[config.mk]
export PLATFORM = sky130hd
export DESIGN_NAME = supply_onoff_fault_cmd_logic
export DESIGN_NICKNAME = d
export VERILOG_FILES = /design/src/supply_cmd_pkg.sv /design/src/supply_onoff_fault_cmd_logic.sv
export SDC_FILE = /design/constraint.sdc
export NUM_CORES = 1
export LEC_CHECK = 0
export BUFFER_PORTS_ARGS = -buffer_cell sky130_fd_sc_hd__buf_2
export CAP_MARGIN = 25
export CORE_UTILIZATION = 45
export DETAILED_ROUTE_END_ITERATION = 6
export GPL_TIMING_DRIVEN = 1
export PLACE_DENSITY_LB_ADDON = 0.08
export REMOVE_ABC_BUFFERS = 1
export SLEW_MARGIN = 10
export SYNTH_ARGS = -nofsm -noshare
export SYNTH_HDL_FRONTEND = slang
export SYNTH_SLANG_ARGS = --single-unit
[constraint.sdc]
create_clock -name clk -period 8.6 [get_ports clk]
set_clock_uncertainty 0.05 [all_clocks]
set_input_delay 1.72 -clock clk [delete_from_list [all_inputs] [get_ports clk]]
set_output_delay 1.72 -clock clk [all_outputs]
set_load 0.01 [all_outputs]
[src/supply_cmd_pkg.sv]
// constants and types for the supply command logic
package supply_cmd_pkg;
    // ***********************
    // bus addresses and codes
    // ***********************
    localparam logic [6:0] ARA_ADDR = 7'h0c;
    localparam logic [6:0] OWN_ADDR = 7'h40;
    localparam logic [7:0] CMD_SEL = 8'h00;
    localparam logic [7:0] CMD_RUN = 8'h01;
    localparam logic [7:0] CMD_CFG = 8'h02;
    localparam logic [7:0] CMD_CLR = 8'h03;
    localparam logic [7:0] CMD_STAT = 8'h78;
    localparam logic [7:0] CMD_VFLT = 8'h80;
    localparam logic [7:0] SEL_ALL = 8'hff;
    localparam logic [7:0] SEL_MAX = 8'h03;
    // ***********************
    // reset values and codes
    // ***********************
    localparam logic [7:0] SEL_RESET = 8'h00;
    localparam logic [7:0] RUN_RESET = 8'h00;
    localparam logic [4:0] CFG_RESET = 5'h1a;
    localparam logic [7:0] RUN_OFF_NOW = 8'h00;
    localparam logic [7:0] RUN_OFF_SOFT = 8'h40;
    localparam logic [7:0] RUN_ON = 8'h80;
    localparam logic [7:0] RUN_LO_IGN = 8'h94;
    localparam logic [7:0] RUN_LO_ACT = 8'h98;
    localparam logic [7:0] RUN_HI_IGN = 8'ha4;
    localparam logic [7:0] RUN_HI_ACT = 8'ha8;
    // ***********************
    // field positions
    // ***********************
    localparam int CFG_GATE = 4;
    localparam int CFG_BUS = 3;
    localparam int CFG_PIN = 2;
    localparam int CFG_POL = 1;
    localparam int CFG_FAST = 0;
    localparam int RUN_ONB = 7;
    localparam int RUN_HIB = 5;
    localparam int RUN_LOB = 4;
    localparam int RUN_ACTB = 3;
    localparam int VF_REF = 4;
    localparam int VF_CML = 5;
    localparam int NCH = 4;
    localparam logic [3:0] BIT_LAST = 4'h8;
    typedef enum logic [2:0] {
        B_IDLE = 3'b000, B_ADDR = 3'b001, B_CMD = 3'b010,
        B_WDATA = 3'b011, B_ACK = 3'b100, B_TX = 3'b101,
        B_RACK = 3'b110, B_SKIP = 3'b111
    } bus_state_t;
    typedef struct packed {
        logic enable;
        logic quick_off;
        logic margin_high;
        logic margin_low;
    } chan_out_t;
    typedef struct packed {
        logic fault;
        logic ov;
        logic uv;
    } chan_mon_t;
endpackage

[src/supply_onoff_fault_cmd_logic.sv]
// serial command logic: paging, run state, on/off config, faults
`timescale 1ns/10ps
module supply_onoff_fault_cmd_logic
(
    input wire logic clk,
    input wire logic rst,
    input wire logic scl_in,
    input wire logic sda_in,
    output logic sda_out,
    output logic sda_oe_n,
    output logic alert_out,
    output logic alert_oe_n,
    input wire logic remote_on_input,
    input wire logic ref_fail,
    input supply_cmd_pkg::chan_mon_t [3:0] mon,
    output supply_cmd_pkg::chan_out_t [3:0] chan_out,
    output logic comm_fault_flag
);
    import supply_cmd_pkg::*;

    // ***********************
    // pin synchronisers
    // ***********************
    logic [3:0] sync_a;
    logic [3:0] sync_b;
    logic scl_d;
    logic sda_d;
    // scl, sda, control pin, reference flag: all asynchronous
    always_ff @(posedge clk or posedge rst)
    begin
        if (rst)
        begin
            // bus pins idle high; control and reference idle low
            sync_a <= 4'h3;
            sync_b <= 4'h3;
            scl_d <= 1'b1;
            sda_d <= 1'b1;
        end
        else
        begin
            sync_a <= {ref_fail, remote_on_input, sda_in, scl_in};
            sync_b <= sync_a;
            scl_d <= sync_b[0];
            sda_d <= sync_b[1];
        end
    end

    logic scl_s, sda_s, ctrl_s, ref_s;
    logic scl_rise, scl_fall, start_c, stop_c;
    assign scl_s = sync_b[0];
    assign sda_s = sync_b[1];
    assign ctrl_s = sync_b[2];
    assign ref_s = sync_b[3];
    assign scl_rise = scl_s & ~scl_d;
    assign scl_fall = ~scl_s & scl_d;
    assign start_c = scl_s & scl_d & sda_d & ~sda_s;
    assign stop_c = scl_s & scl_d & ~sda_d & sda_s;

    // ***********************
    // bus engine
    // ***********************
    bus_state_t state, ack_next;
    logic [3:0] bcnt;
    logic [7:0] sr, tx, cmd, wdata, sel;
    logic [1:0] nbytes;
    logic have_cmd, ara, alert_q;
    logic wr_stb, clr_stb, cml_evt, ara_done;
    logic [7:0] rdata;
    logic [7:0] run_state [NCH];
    logic [4:0] cfg [NCH];
    logic [5:0] vfault;
    logic supported, need, rd_ok, sel_all;
    assign sel_all = (sel == SEL_ALL);
    assign supported = (sr == CMD_SEL) | (sr == CMD_RUN) | (sr == CMD_CFG)
        | (sr == CMD_CLR) | (sr == CMD_STAT) | (sr == CMD_VFLT);
    assign need = (cmd == CMD_SEL) | (cmd == CMD_RUN) | (cmd == CMD_CFG);
    assign rd_ok = have_cmd & (cmd != CMD_CLR);

    // read data: run and config for the selected channel; select and fault bytes are not per channel
    always_comb
    begin
        case (cmd)
            CMD_SEL: rdata = sel;
            CMD_RUN: rdata = run_state[sel[1:0]];
            CMD_CFG: rdata = {3'h0, cfg[sel[1:0]]};
            CMD_STAT: rdata = {5'h00, vfault[VF_REF], vfault[VF_CML],
                |vfault[3:0]};
            default: rdata = {2'h0, vfault};
        endcase
    end

    // byte level slave plus alert response; commits land on stop
    always_ff @(posedge clk or posedge rst)
    begin
        if (rst)
        begin
            state <= B_IDLE;
            ack_next <= B_IDLE;
            bcnt <= 4'h0;
            sr <= 8'h00;
            tx <= 8'h00;
            cmd <= 8'h00;
            wdata <= 8'h00;
            nbytes <= 2'h0;
            have_cmd <= 1'b0;
            ara <= 1'b0;
            sda_oe_n <= 1'b1;
            wr_stb <= 1'b0;
            clr_stb <= 1'b0;
            cml_evt <= 1'b0;
            ara_done <= 1'b0;
        end
        else
        begin
            wr_stb <= 1'b0;
            clr_stb <= 1'b0;
            cml_evt <= 1'b0;
            ara_done <= 1'b0;
            if (stop_c)
            begin
                if (state == B_WDATA)
                begin
                    if (cmd == CMD_CLR && nbytes == 2'h0)
                        clr_stb <= 1'b1;
                    else if (need && nbytes == 2'h1)
                        wr_stb <= 1'b1;
                    else if (need && nbytes == 2'h0)
                        cml_evt <= 1'b1;
                end
                state <= B_IDLE;
                sda_oe_n <= 1'b1;
                have_cmd <= 1'b0;
            end
            else if (start_c)
            begin
                // repeated start after a bare code keeps it for a read
                have_cmd <= (state == B_WDATA) && (nbytes == 2'h0);
                state <= B_ADDR;
                bcnt <= 4'h0;
                ara <= 1'b0;
                sda_oe_n <= 1'b1;
            end
            else
            begin
                case (state)
                    B_ADDR, B_CMD, B_WDATA:
                    begin
                        if (scl_rise)
                        begin
                            sr <= {sr[6:0], sda_s};
                            bcnt <= bcnt + 4'h1;
                        end
                        else if (scl_fall && bcnt == BIT_LAST)
                        begin
                            bcnt <= 4'h0;
                            state <= B_ACK;
                            sda_oe_n <= 1'b0;
                            if (state == B_ADDR)
                            begin
                                if (sr[7:1] == OWN_ADDR && !sr[0])
                                    ack_next <= B_CMD;
                                else if (sr[7:1] == OWN_ADDR && rd_ok
                                    && !(sel_all && (cmd == CMD_RUN
                                    || cmd == CMD_CFG)))
                                begin
                                    tx <= rdata;
                                    ack_next <= B_TX;
                                end
                                else if (sr == {ARA_ADDR, 1'b1} && alert_q)
                                begin
                                    tx <= {OWN_ADDR, 1'b0};
                                    ara <= 1'b1;
                                    ack_next <= B_TX;
                                end
                                else
                                begin
                                    // write-only read dropped quietly
                                    state <= B_SKIP;
                                    sda_oe_n <= 1'b1;
                                    cml_evt <= sr[7:1] == OWN_ADDR
                                        && sr[0] && rd_ok;
                                end
                            end
                            else if (state == B_CMD)
                            begin
                                cmd <= sr;
                                nbytes <= 2'h0;
                                ack_next <= B_WDATA;
                                if (!supported)
                                begin
                                    state <= B_SKIP;
                                    sda_oe_n <= 1'b1;
                                end
                            end
                            else
                            begin
                                wdata <= sr;
                                ack_next <= B_WDATA;
                                if (nbytes != 2'h3)
                                    nbytes <= nbytes + 2'h1;
                                if (nbytes >= {1'b0, need})
                                    cml_evt <= 1'b1;
                            end
                        end
                    end
                    B_ACK:
                    begin
                        if (scl_fall)
                        begin
                            state <= ack_next;
                            sda_oe_n <= (ack_next == B_TX) ? tx[7] : 1'b1;
                        end
                    end
                    B_TX:
                    begin
                        if (scl_rise)
                            bcnt <= bcnt + 4'h1;
                        else if (scl_fall && bcnt == BIT_LAST)
                        begin
                            state <= B_RACK;
                            sda_oe_n <= 1'b1;
                        end
                        else if (scl_fall)
                        begin
                            tx <= {tx[6:0], 1'b0};
                            sda_oe_n <= tx[6];
                        end
                    end
                    B_RACK:
                    begin
                        if (scl_rise)
                        begin
                            ara_done <= ara;
                            state <= B_SKIP;
                        end
                    end
                    default:
                    begin
                        bcnt <= 4'h0;
                    end
                endcase
            end
        end
    end

    // ***********************
    // registers and channels
    // ***********************
    logic run_ok, sel_ok, wr_bad;
    logic [NCH-1:0] want, on_rise, qual;
    assign run_ok = (wdata == RUN_OFF_NOW) | (wdata == RUN_OFF_SOFT)
        | (wdata == RUN_ON) | (wdata == RUN_LO_IGN) | (wdata == RUN_LO_ACT)
        | (wdata == RUN_HI_IGN) | (wdata == RUN_HI_ACT);
    assign sel_ok = (wdata <= SEL_MAX) | (wdata == SEL_ALL);
    assign wr_bad = wr_stb & (((cmd == CMD_RUN) & ~run_ok)
        | ((cmd == CMD_SEL) & ~sel_ok));

    // channel select; out of range values are refused
    always_ff @(posedge clk or posedge rst)
    begin
        if (rst)
            sel <= SEL_RESET;
        else if (wr_stb && cmd == CMD_SEL && sel_ok)
            sel <= wdata;
    end

    genvar i;
    generate
        for (i = 0; i < NCH; i++)
        begin : g_ch
            logic hit, ctrl_on, bus_on;
            assign hit = sel_all | (sel[1:0] == 2'(i));
            assign ctrl_on = ctrl_s ~^ cfg[i][CFG_POL];
            assign bus_on = run_state[i][RUN_ONB];
            // state held until a new order arrives
            always_ff @(posedge clk or posedge rst)
            begin
                if (rst)
                begin
                    run_state[i] <= RUN_RESET;
                    cfg[i] <= CFG_RESET;
                end
                else if (wr_stb && hit)
                begin
                    if (cmd == CMD_RUN && run_ok)
                        run_state[i] <= wdata;
                    if (cmd == CMD_CFG)
                        cfg[i] <= wdata[4:0];
                end
            end
            assign want[i] = ~cfg[i][CFG_GATE]
                | ((~cfg[i][CFG_BUS] | bus_on)
                & (~cfg[i][CFG_PIN] | ctrl_on));
            assign on_rise[i] = want[i] & ~chan_out[i].enable;
            // act-on-fault margins treat ov (margin high) or uv (margin low) as faults
            assign qual[i] = mon[i].fault | (run_state[i][RUN_ACTB]
                & ((run_state[i][RUN_HIB] & mon[i].ov)
                | (run_state[i][RUN_LOB] & mon[i].uv)));
            // fast drop: 00h from the bus or the pin with fast set
            always_ff @(posedge clk or posedge rst)
            begin
                if (rst)
                    chan_out[i] <= '0;
                else
                begin
                    chan_out[i].enable <= want[i];
                    chan_out[i].quick_off <= ~want[i]
                        & ((cfg[i][CFG_BUS] & (run_state[i] == RUN_OFF_NOW))
                        | (cfg[i][CFG_PIN] & ~ctrl_on
                        & cfg[i][CFG_FAST]));
                    chan_out[i].margin_high <= want[i] & bus_on
                        & run_state[i][RUN_HIB];
                    chan_out[i].margin_low <= want[i] & bus_on
                        & run_state[i][RUN_LOB];
                end
            end
            power_gate_a: assert property (@(posedge clk) disable iff (rst)
                !cfg[i][CFG_GATE] |=> chan_out[i].enable)
                else $error("enable not forced by power gate");
        end
    endgenerate

    // ***********************
    // fault status and alert
    // ***********************
    logic [5:0] set_vec, clr_mask;
    logic clear_all;
    assign set_vec = {cml_evt | wr_bad, ref_s, qual};
    assign clear_all = clr_stb | (|on_rise);
    // reference bit survives every clear but reset
    assign clr_mask = clear_all ? 6'h10 : 6'h3f;
    // set beats clear, so a live fault comes right back
    always_ff @(posedge clk or posedge rst)
    begin
        if (rst)
            vfault <= 6'h00;
        else
            vfault <= (vfault & clr_mask) | set_vec;
    end

    // alert latches on new bits, a fault still live across a clear
    // counts as new so the host hears of it again
    always_ff @(posedge clk or posedge rst)
    begin
        if (rst)
            alert_q <= 1'b0;
        else if (|(set_vec & ~(vfault & clr_mask)))
            alert_q <= 1'b1;
        else if (clear_all || ara_done)
            alert_q <= 1'b0;
    end

    // open-drain pins: output level fixed low, enable low drives
    always_ff @(posedge clk or posedge rst)
    begin
        if (rst)
        begin
            alert_oe_n <= 1'b1;
            alert_out <= 1'b0;
            sda_out <= 1'b0;
        end
        else
        begin
            alert_oe_n <= ~(alert_q | vfault[VF_REF]);
            alert_out <= 1'b0;
            sda_out <= 1'b0;
        end
    end
    assign comm_fault_flag = vfault[VF_CML];

    alert_set_a: assert property (@(posedge clk) disable iff (rst)
        |(set_vec & ~vfault) |-> ##2 !alert_oe_n)
        else $error("alert not driven after new fault");
    clear_rel_a: assert property (@(posedge clk) disable iff (rst)
        clr_stb && set_vec == 6'h00 |=> !alert_q && vfault[3:0] == 4'h0)
        else $error("clear did not release");
    ref_hold_a: assert property (@(posedge clk) disable iff (rst)
        vfault[VF_REF] |=> vfault[VF_REF] ##1 !alert_oe_n)
        else $error("reference fault lost");
    nack_cmd_a: assert property (@(posedge clk) disable iff (rst)
        state == B_CMD && scl_fall && bcnt == BIT_LAST && !supported
        && !stop_c && !start_c |=> sda_oe_n && state == B_SKIP)
        else $error("unsupported code acknowledged");
    too_few_a: assert property (@(posedge clk) disable iff (rst)
        stop_c && state == B_WDATA && need && nbytes == 2'h0
        |-> ##2 comm_fault_flag)
        else $error("short write not flagged");
    too_many_a: assert property (@(posedge clk) disable iff (rst)
        state == B_WDATA && scl_fall && bcnt == BIT_LAST && !stop_c
        && !start_c && nbytes >= {1'b0, need} |=> ##1 comm_fault_flag)
        else $error("long write not flagged");
    wo_abort_a: assert property (@(posedge clk) disable iff (rst)
        state == B_ADDR && scl_fall && bcnt == BIT_LAST && !stop_c
        && !start_c && sr == {OWN_ADDR, 1'b1} && have_cmd
        && cmd == CMD_CLR |=> !cml_evt && sda_oe_n)
        else $error("write-only read not aborted");
    bad_run_a: assert property (@(posedge clk) disable iff (rst)
        wr_stb && cmd == CMD_RUN && !run_ok
        |=> comm_fault_flag && $stable(run_state[0]))
        else $error("invalid run byte accepted");
endmodule

Yosys cells after proc, flatten, opt, wreduce, memory -nomap -nowiden
Cells that the tools add are included.
{"block": "totals", "ff_bits": 145, "in_bits": 18, "output_inout_bits": 21, "word_cells": 420}
{"block": "classes", "n_addsub": 2, "order_cmp": 3, "n_eq_ne": 55, "n_mux": 98, "bitwise": 150, "reduce_logical": 65}
{"operator": "$mux W8", "count": 11}
{"operator": "$eq A8 B8 Y1 const B", "count": 8}
{"operator": "$and A1 B1 Y1", "count": 59}
{"operator": "$logic_not A8 Y1", "count": 7}
{"operator": "$mux W1", "count": 53}
{"operator": "$or A1 B1 Y1", "count": 46}
{"operator": "$mux W3", "count": 13}
{"operator": "$not A1 Y1", "count": 36}
{"operator": "$eq A8 B2 Y1 const B", "count": 4}
{"operator": "$pmux W8 S4", "count": 1}
{"operator": "$ne A4 B4 Y1 const B", "count": 7}
{"operator": "$reduce_and A7 Y1", "count": 4}
{"operator": "$eq A8 B7 Y1 const B", "count": 3}
{"operator": "$ne A2 B2 Y1 const B", "count": 10}
{"operator": "$logic_and A1 B1 Y1", "count": 19}
{"operator": "$bmux W8 S2", "count": 1}
{"operator": "$eq A8 B1 Y1 const B", "count": 2}
{"operator": "$mux W4", "count": 4}
{"operator": "$pmux W8 S2", "count": 1}
{"operator": "$reduce_and A2 Y1", "count": 8}
{"operator": "$reduce_bool A2 Y1", "count": 8}
{"operator": "$mux W2", "count": 7}
{"operator": "$and A6 B6 Y6", "count": 2}
{"operator": "$eq A3 B3 Y1 const B", "count": 4}
{"operator": "other kinds (40)", "count": 55}

Depth between registers and ports, before layout
Gate-level depths: netlist of run 1.
{"block": "logic_depth", "word_depth": 15, "depth_mapped": 9, "ltp_nobuf": 8}

Least setup slack after synthesis of run 1
No wires, ideal clock.
{"block": "synth_path", "kind": "input-to-reg", "startpoint": "in mon[1] in the netlist's numbering", "endpoint": "reg alert_q", "t_arrival_ns": 2.655, "required_time_ns": 8.416, "setup_slack_ns": 5.761, "cell_stages": 5, "path_buffers": 0, "cell_sequence": "a22o_1 a21oi_1 nand4_1 a2111oi_0 o21ai_0"}
{"block": "synth_between", "elab_chain_len": 7, "elab_cells_between_ends": 8}
{"element": "start, declared", "line": "supply_onoff_fault_cmd_logic.sv:15", "rtl": "input supply_cmd_pkg::chan_mon_t [3:0] mon,"}
{"element": "$and A1 B1 Y1 (*)", "line": "supply_onoff_fault_cmd_logic.sv:297", "rtl": "& ((run_state[i][RUN_HIB] & mon[i].ov)"}
{"element": "$or A1 B1 Y1 (*)", "line": "supply_onoff_fault_cmd_logic.sv:298", "rtl": "| (run_state[i][RUN_LOB] & mon[i].uv)));"}
{"element": "$and A1 B1 Y1 (*)", "line": "supply_onoff_fault_cmd_logic.sv:297"}
{"element": "$or A1 B1 Y1 (*)", "line": "supply_onoff_fault_cmd_logic.sv:296", "rtl": "assign qual[i] = mon[i].fault | (run_state[i][RUN_ACTB]"}
{"element": "$and A6 B6 Y6 (*)", "line": "supply_onoff_fault_cmd_logic.sv:347", "rtl": "else if (|(set_vec & ~(vfault & clr_mask)))"}
{"element": "$reduce_or A6 Y1 (*)", "line": "supply_onoff_fault_cmd_logic.sv:347"}
{"element": "$mux W1 or $reduce_bool A2 Y1 (tied branches)"}
{"element": "end signal, assigned", "line": "supply_onoff_fault_cmd_logic.sv:346", "rtl": "alert_q <= 1'b0;"}
{"element": "end signal, assigned", "line": "supply_onoff_fault_cmd_logic.sv:348", "rtl": "alert_q <= 1'b1;"}
{"element": "end signal, assigned", "line": "supply_onoff_fault_cmd_logic.sv:350", "rtl": "alert_q <= 1'b0;"}
{"element": "end, declared", "line": "supply_onoff_fault_cmd_logic.sv:66", "rtl": "logic have_cmd, ara, alert_q;"}
Mark *: on every way between the ends. The rest lies on a longest branch, timed or not.
A chain may end at the register's enable or synchronous reset.

Worst setup path in the final report of run 1
{"block": "layout_path", "startpoint": "reg sel[1]", "endpoint": "reg tx[0]"}
{"block": "layout_between", "elab_chain_len": 11, "elab_cells_between_ends": 20}
{"element": "start, declared", "line": "supply_onoff_fault_cmd_logic.sv:64", "rtl": "logic [7:0] sr, tx, cmd, wdata, sel;"}
{"element": "start signal, assigned", "line": "supply_onoff_fault_cmd_logic.sv:264", "rtl": "sel <= wdata;"}
{"element": "$not A2 Y3 (not written as such)", "line": "supply_onoff_fault_cmd_logic.sv:84, supply_onoff_fault_cmd_logic.sv:85"}
{"element": "$bmux W5 S2 or $bmux W8 S2 (tied branches)", "line": "supply_onoff_fault_cmd_logic.sv:85, supply_onoff_fault_cmd_logic.sv:84"}
{"element": "$mux W5 (not written as such) or $mux W8 (tied branches) (2 in a row)", "line": "supply_onoff_fault_cmd_logic.sv:85, supply_onoff_fault_cmd_logic.sv:84"}
{"element": "$pmux W8 S4", "line": "supply_onoff_fault_cmd_logic.sv:82", "rtl": "case (cmd)"}
{"element": "$mux W8", "line": "supply_onoff_fault_cmd_logic.sv:162", "rtl": "else if (sr[7:1] == OWN_ADDR && rd_ok"}
{"element": "$mux W8", "line": "supply_onoff_fault_cmd_logic.sv:160", "rtl": "if (sr[7:1] == OWN_ADDR && !sr[0])"}
{"element": "$mux W8", "line": "supply_onoff_fault_cmd_logic.sv:158", "rtl": "if (state == B_ADDR)"}
{"element": "$mux W8", "line": "supply_onoff_fault_cmd_logic.sv:153", "rtl": "else if (scl_fall && bcnt == BIT_LAST)"}
{"element": "$mux W8", "line": "supply_onoff_fault_cmd_logic.sv:148", "rtl": "if (scl_rise)"}
{"element": "$pmux W8 S2", "line": "supply_onoff_fault_cmd_logic.sv:145", "rtl": "case (state)"}
{"element": "end signal, assigned", "line": "supply_onoff_fault_cmd_logic.sv:166", "rtl": "tx <= rdata;"}
{"element": "end signal, assigned", "line": "supply_onoff_fault_cmd_logic.sv:171", "rtl": "tx <= {OWN_ADDR, 1'b0};"}
{"element": "end signal, assigned", "line": "supply_onoff_fault_cmd_logic.sv:225", "rtl": "tx <= {tx[6:0], 1'b0};"}
{"element": "end, declared", "line": "supply_onoff_fault_cmd_logic.sv:64"}
Several ways; a longest one is shown, not always the timed one. The select of a mux whose other input is x is not followed.

==> results.toml, run 1 <==
[power_and_ir_drop]
power_density_nw_per_um2 = 229
pwr-share-comb_pct = 10.7
clkPwrFrac_pct = 46.4
p_leak_nw = 3.73
sw_frac_of_total_pct = 25.9
seqPwrFrac_pct = 42.9
p_switching_mw = 0.476
ir_drop_mv = 0.157
p_int_mw = 1.36

[floorplan]
core_um2 = 15200
die_area_um2 = 16100
die_w_um = 127
fp-row-count = 45
start_util_pct = 46.2
io_pins = 39
die_y_um = 127

[critical_path]
worstReg2RegStart = "sel[1]$_DFFE_PP0P_"
cp_num_cells = 6
crit_end = "tx[0]$_DFFE_PP0P_"
reg2regPathDepth = 6
reg2reg_slack_ns = 5.44
crit_type = "reg -> reg"
critPathRequiredTime_ns = 8.86
r2r_end = "tx[0]$_DFFE_PP0P_"
cpLargestDelayFamily = "simple AND/OR/NAND/NOR gates"
start_kind = "flop"
crit_path_end_kind = "flop"
crit_buf_inv = 0
path_cells = "nand4_1, nor2_1, nand4_1, a21boi_2, a21o_1, mux2_2"
path_max_fanout = 22
slowest_delay_ns = 0.94
cp.arrival_ns = 3.42
worst_path_most_repeated_cell = "nand4_1"
crit_slowest_cell = "dfrtp_1"
critPathLaunch = "sel[1]$_DFFE_PP0P_"

[synth]
synth_top_area_cell = "dfrtp_1"
ys_types = 73
postSynthCellCount = 605
synth_edf_count = 0
synth_top_area_share_pct = 44.6
synthTopCellsByArea = "dfrtp_1, mux2_2, dfstp_2, mux4_2, nand2_1"
ys_ff_latch = 145
async_reset_ff_share_pct = 100
netlist_area_um2 = 7020
synth_ff_type = "dfrtp_1"
ys_seq_area_share_pct = 52.0
avgSynthCellArea_um2 = 11.6
yosysMostFrequentCell = "dfrtp_1"
yosys_warnings = 0
synth_common_cells = "dfrtp_1, mux2_2, nand2_1"

[placed_design]
place_hpwl_um = 12500
place.gp.congestion = 0.836
dp_slack_ns = 5.24
io_buffers = 36

[grt]
overflow = 0
grt_util_met3_pct = 6.28
grt_pass1_wl_um = 28400
grt_usage_pct = 23.6
grt_pass1_vias = 5036
use_met2_pct = 34.4
grt.busiest_layer = "met1"
grt_start_max_net_pins = 81
met1_usage_pct = 34.4
antenna_found_initial = 0

[worst_hold_path]
min_path_type = "reg -> reg"
whs_path_depth = 0

[timing]
tightest_slew_ns = 1.07
layout_min_cycle_time_ns = 3.16
finalHoldViolCount = 0
fmax_ghz = 0.316
relSlewSlack_pct = 28.7
fin_ws_ns = 5.44
setup_viol = 0
period_share_pct = 36.7
grt_setup_unrepaired = "no"
setup_tns_ns = 0
drv_slew = 0
hold_ws_ns = 0.307

[routing]
viasPerCell = 5.99
wire_per_inst_um = 21.0
first_iter_violations = 386
drtPass1Iterations = 5
drt_wl_total_um = 17600
ant_nets = 0
via_count = 5032
route.detailed.drc = 0

[cts]
cts.sinks = 145
cts_resized = 0
clkSlewWorstSetupHoldPaths_ns = 0.06
numCtsBuffers = 17
cts_tree = "yes"
clock_path_buffers = 2
post-cts-setup-buffers = 0
clk_latency_ns = 0.43
hold_buffers = 0
clock-root-buffer = "clkbuf_16"
cts_htree_levels = 4

[final_layout]
multi_input_area_um2 = 3210
area_growth_pct = 14.3
nets = 663
nFillCells = 1326
n_antenna_cell = 0
drive_gt1_share_pct = 28.7
seqCellArea_um2 = 3650

[job]
cap_violations = 0

[run_status]
status = "completed"
cells by family after synthesis:
| family | after synthesis | share of synthesized area [%] |
|---|---|---|
| simple gates | 201 | 15.3 |
| flops | 145 | 52.0 |
| compound gates | 111 | 11.1 |
| mux | 95 | 17.1 |
| buf+inv | 38 | 2.32 |
| xor+xnor | 8 | 0.998 |
| fa+ha+maj | 6 | 1.07 |
| other cells | 1 | 0.0534 |
worst reg2reg max path, stage by stage (launching register included):
cell,delay (ns)
dfrtp_1,0.94
nand4_1,0.16
nor2_1,0.49
nand4_1,0.35
a21boi_2,0.31
a21o_1,0.36
mux2_2,0.39
power by group through the flow:
stage | logic, mW | clock network, mW | registers, mW
floorplan | 0.150 | 0 | 0.776
global placement | 0.192 | 0 | 0.799
detailed placement | 0.196 | 0 | 0.798
CTS | 0.197 | 0.862 | 0.786
global route | 0.222 | 0.893 | 0.795
finish | 0.196 | 0.851 | 0.787
final cells by class:
cell class                      count  share of cell area (%)
Sequential cell                   145                    45.5
Multi-Input combinational cell    423                    40.0
Clock buffer                       19                    5.52
Tap cell                          188                    2.93
Clock inverter                     13                    2.90
Timing Repair Buffer               38                    2.43
Inverter                           14                   0.717
state kept, by name, summed over array words and instances, names as in the netlist, 8 cells and up:
signal     cells
sr             8
cmd            8
tx             8
run_state     28
sel            8
wdata          8
chan_out      16
cfg           20
metal layers:
layer / routed length [µm] / part of all wire, % / up-vias
li1: - / - / 2304
met2: 7780 / 44 / 133
met3: 987 / 5.6 / 18
met5: 0 / 0 / -
met1: 8650 / 49 / 2577
met4: 234 / 1.3 / 0
per-stage QoR:
stage	power (mW)	cells	instance area (µm²)	utilization (%)
6_report	1.83	840	8030	52.8
5_1_grt	1.91	840	8030	52.8
4_1_cts	1.85	840	8030	52.8
3_5_place_dp	0.994	808	7350	48.3
3_3_place_gp	0.991	808	7350	48.3
2_1_floorplan	0.926	582	6910	-
how the worst min path moves through the flow:
stage                         from             endpoint  slack, ns
3_5_place_dp   sync_a[3]$_DFF_PP0_  sync_b[3]$_DFF_PP0_       0.30
4_1_cts        sync_a[1]$_DFF_PP1_  sync_b[1]$_DFF_PP1_       0.31
5_1_grt        sync_a[1]$_DFF_PP1_  sync_b[1]$_DFF_PP1_       0.31
6_report       sync_a[1]$_DFF_PP1_  sync_b[1]$_DFF_PP1_       0.31
2_1_floorplan  sync_a[2]$_DFF_PP0_  sync_b[2]$_DFF_PP0_       0.28
3_3_place_gp   sync_a[2]$_DFF_PP0_  sync_b[2]$_DFF_PP0_       0.28
cell usage in the layout, fill, tap and decap left out, types with 12 or more instances in the layout:
cell type | netlist | final
a21oi_1 | 17 | 17
and3_1 | 12 | 12
buf_2 | 1 | 36
clkbuf_16 | 0 | 17
dfrtp_1 | 125 | 125
dfstp_2 | 20 | 20
inv_1 | 14 | 13
mux2_2 | 73 | 73
mux4_2 | 12 | 12
nand2_1 | 52 | 52
nand3_1 | 14 | 14
nor2_1 | 32 | 32
nor2b_1 | 21 | 21
nor3_1 | 12 | 12
o21ai_0 | 22 | 22
(Power assumes the default switching activity.)
==> run 2: changes to the inputs <==
==> constraint.sdc (replaced) <==
create_clock -name clk -period 2.85 [get_ports clk]
set_clock_uncertainty 0.05 [all_clocks]
set_input_delay 0.57 -clock clk [delete_from_list [all_inputs] [get_ports clk]]
set_output_delay 0.57 -clock clk [all_outputs]
set_load 0.01 [all_outputs]
==> run 2 against run 1 <==
- worst hold slack lost 0.17 ns
- die area is the same
- setup slack lost 5.1 ns
- fmax grew 25%
- clock-buffer cell count grew 1
- via count grew 0.97%
- wire length grew 3.1%
- power grew to 3.0 times the previous value
- critical endpoint is now alert_q$_DFFE_PP0P_
- highest routed layer unchanged
==> results.toml, run 2 (synthesized netlist as in run 1, its figures left out) <==
[timing]
setup_viol = 0
relSlewSlack_pct = 51.4
drv_slew = 0
finalHoldViolCount = 0
tightest_slew_ns = 0.721
layout_min_cycle_time_ns = 2.53
period_share_pct = 88.8
fmax_ghz = 0.395
grt_setup_unrepaired = "no"
fin_ws_ns = 0.320

[critical_path]
crit_type = "reg -> reg"
cp.arrival_ns = 2.82
start_kind = "flop"
worstReg2RegStart = "cmd[1]$_DFFE_PP0P_"
crit_slowest_cell = "or4_1"
path_max_fanout = 15
slowest_delay_ns = 0.64
path_cells = "or4_1, nor2_1, a31oi_1, a211oi_1, nor4b_1, o21ai_0"
critPathRequiredTime_ns = 3.13
reg2regPathDepth = 6
crit_path_end_kind = "flop"
reg2reg_slack_ns = 0.32
r2r_end = "alert_q$_DFFE_PP0P_"

[power_and_ir_drop]
power_density_nw_per_um2 = 685
ir_drop_mv = 0.438
p_leak_nw = 3.80
power_mw = 5.59

[floorplan]
die_y_um = 127
start_util_pct = 46.2
die_w_um = 127
die_area_um2 = 16100
io_pins = 39
fp-row-count = 45
core_um2 = 15200

[final_layout]
final_area_um2 = 8150
final_common_cell = "dfrtp_1"
nets = 677
drive_gt1_share_pct = 30.2
reg_top3 = "run_state: 28 flops, cfg: 20 flops, chan_out: 16 flops"
regMostFlops = "run_state"
largest_register_ffs = 28
final_cells = 854
n_antenna_cell = 0
final_cell_mix = "dfrtp_1, mux2_2, nand2_1"
area_growth_pct = 16.1
nFillCells = 1318

[grt]
antenna_found_initial = 0
grt_usage_pct = 24.6
grt_pass1_vias = 5144
grt_start_max_net_pins = 58
overflow = 0
grt_pass1_wl_um = 29600

[routing]
ant_nets = 0
via_count = 5081
drt_wl_total_um = 18200
route.detailed.drc = 0
drtPass1Iterations = 5
wire_per_inst_um = 21.3
viasPerCell = 5.95
first_iter_violations = 448

[job]
cap_violations = 0

[cts]
clk_latency_ns = 0.42
cts_htree_levels = 4
clock_path_buffers = 2
clock-root-buffer = "clkbuf_16"
cts.sinks = 145
post-cts-setup-buffers = 0
numCtsBuffers = 17
hold_buffers = 0
cts_resized = 0
cts_tree = "yes"
clkSlewWorstSetupHoldPaths_ns = 0.06

[placed_design]
place_area_um2 = 7470
io_buffers = 36
dp_slack_ns = 0.406
place_hpwl_um = 13200
place.gp.congestion = 0.888
dp_cells = 822

[worst_hold_path]
min_path_type = "in -> async"

[run_status]
status = "completed"
-- run 2: layout make-up --
cell class	instances	area [µm²]	share of cell area, %
clock inverters	12	229	2.81
well taps	188	235	2.89
flip-flops and latches	145	3650	44.8
inverters	14	57.6	0.706
multi-input cells	423	3210	39.3
repair buffers	52	313	3.84
clock buffers	20	457	5.60
-- run 2: metal layers --
metal / GRT usage [%] / vias up / wire length [µm]
li1: - / 2335 / -
met1: 35.3 / 2576 / 8620
met2: 36.2 / 154 / 8130
met3: 7.17 / 16 / 1230
met4: 7.28 / 0 / 223
met5: 0 / - / 0
-- run 2: how the worst max path moves through the flow --
stage	to	startpoint	cells after the start
3_5_place_dp	cfg[0]$_DFFE_PP0P_	cmd[3]$_DFFE_PP0P_	5
3_3_place_gp	cfg[0]$_DFFE_PP0P_	cmd[3]$_DFFE_PP0P_	5
2_1_floorplan	ack_next[0]$_DFFE_PP0P_	rst	1
6_report	alert_q$_DFFE_PP0P_	cmd[1]$_DFFE_PP0P_	6
4_1_cts	alert_q$_DFFE_PP0P_	cmd[1]$_DFFE_PP0P_	6
5_1_grt	alert_q$_DFFE_PP0P_	wdata[2]$_DFFE_PP0P_	6
-- run 2: power breakdown --
| part | internal (mW) | switching (mW) | total, mW | leakage (nW) |
|---|---|---|---|---|
| registers | 2.17 | 0.155 | 2.32 | 1.87 |
| logic | 0.287 | 0.401 | 0.688 | 1.60 |
| clock network | 1.69 | 0.880 | 2.57 | 0.323 |
| total | 4.15 | 1.44 | 5.59 | 3.80 |
-- run 2: worst max-delay path, delay by kind of cell, from the launching register on --
kind            cells  cell delay, ns
compound gates      3            0.71
flops               1            0.59
simple gates        3            1.10
-- run 2: stage by stage --
step	utilization, %	hold WS (ns)	setup TNS [ns]
floorplan	-	0.281	-215.50
global placement	49.1	0.285	0
detailed placement	49.1	0.287	0
CTS	53.6	0.163	0
global route	53.6	0.176	0
finish	53.6	0.137	0
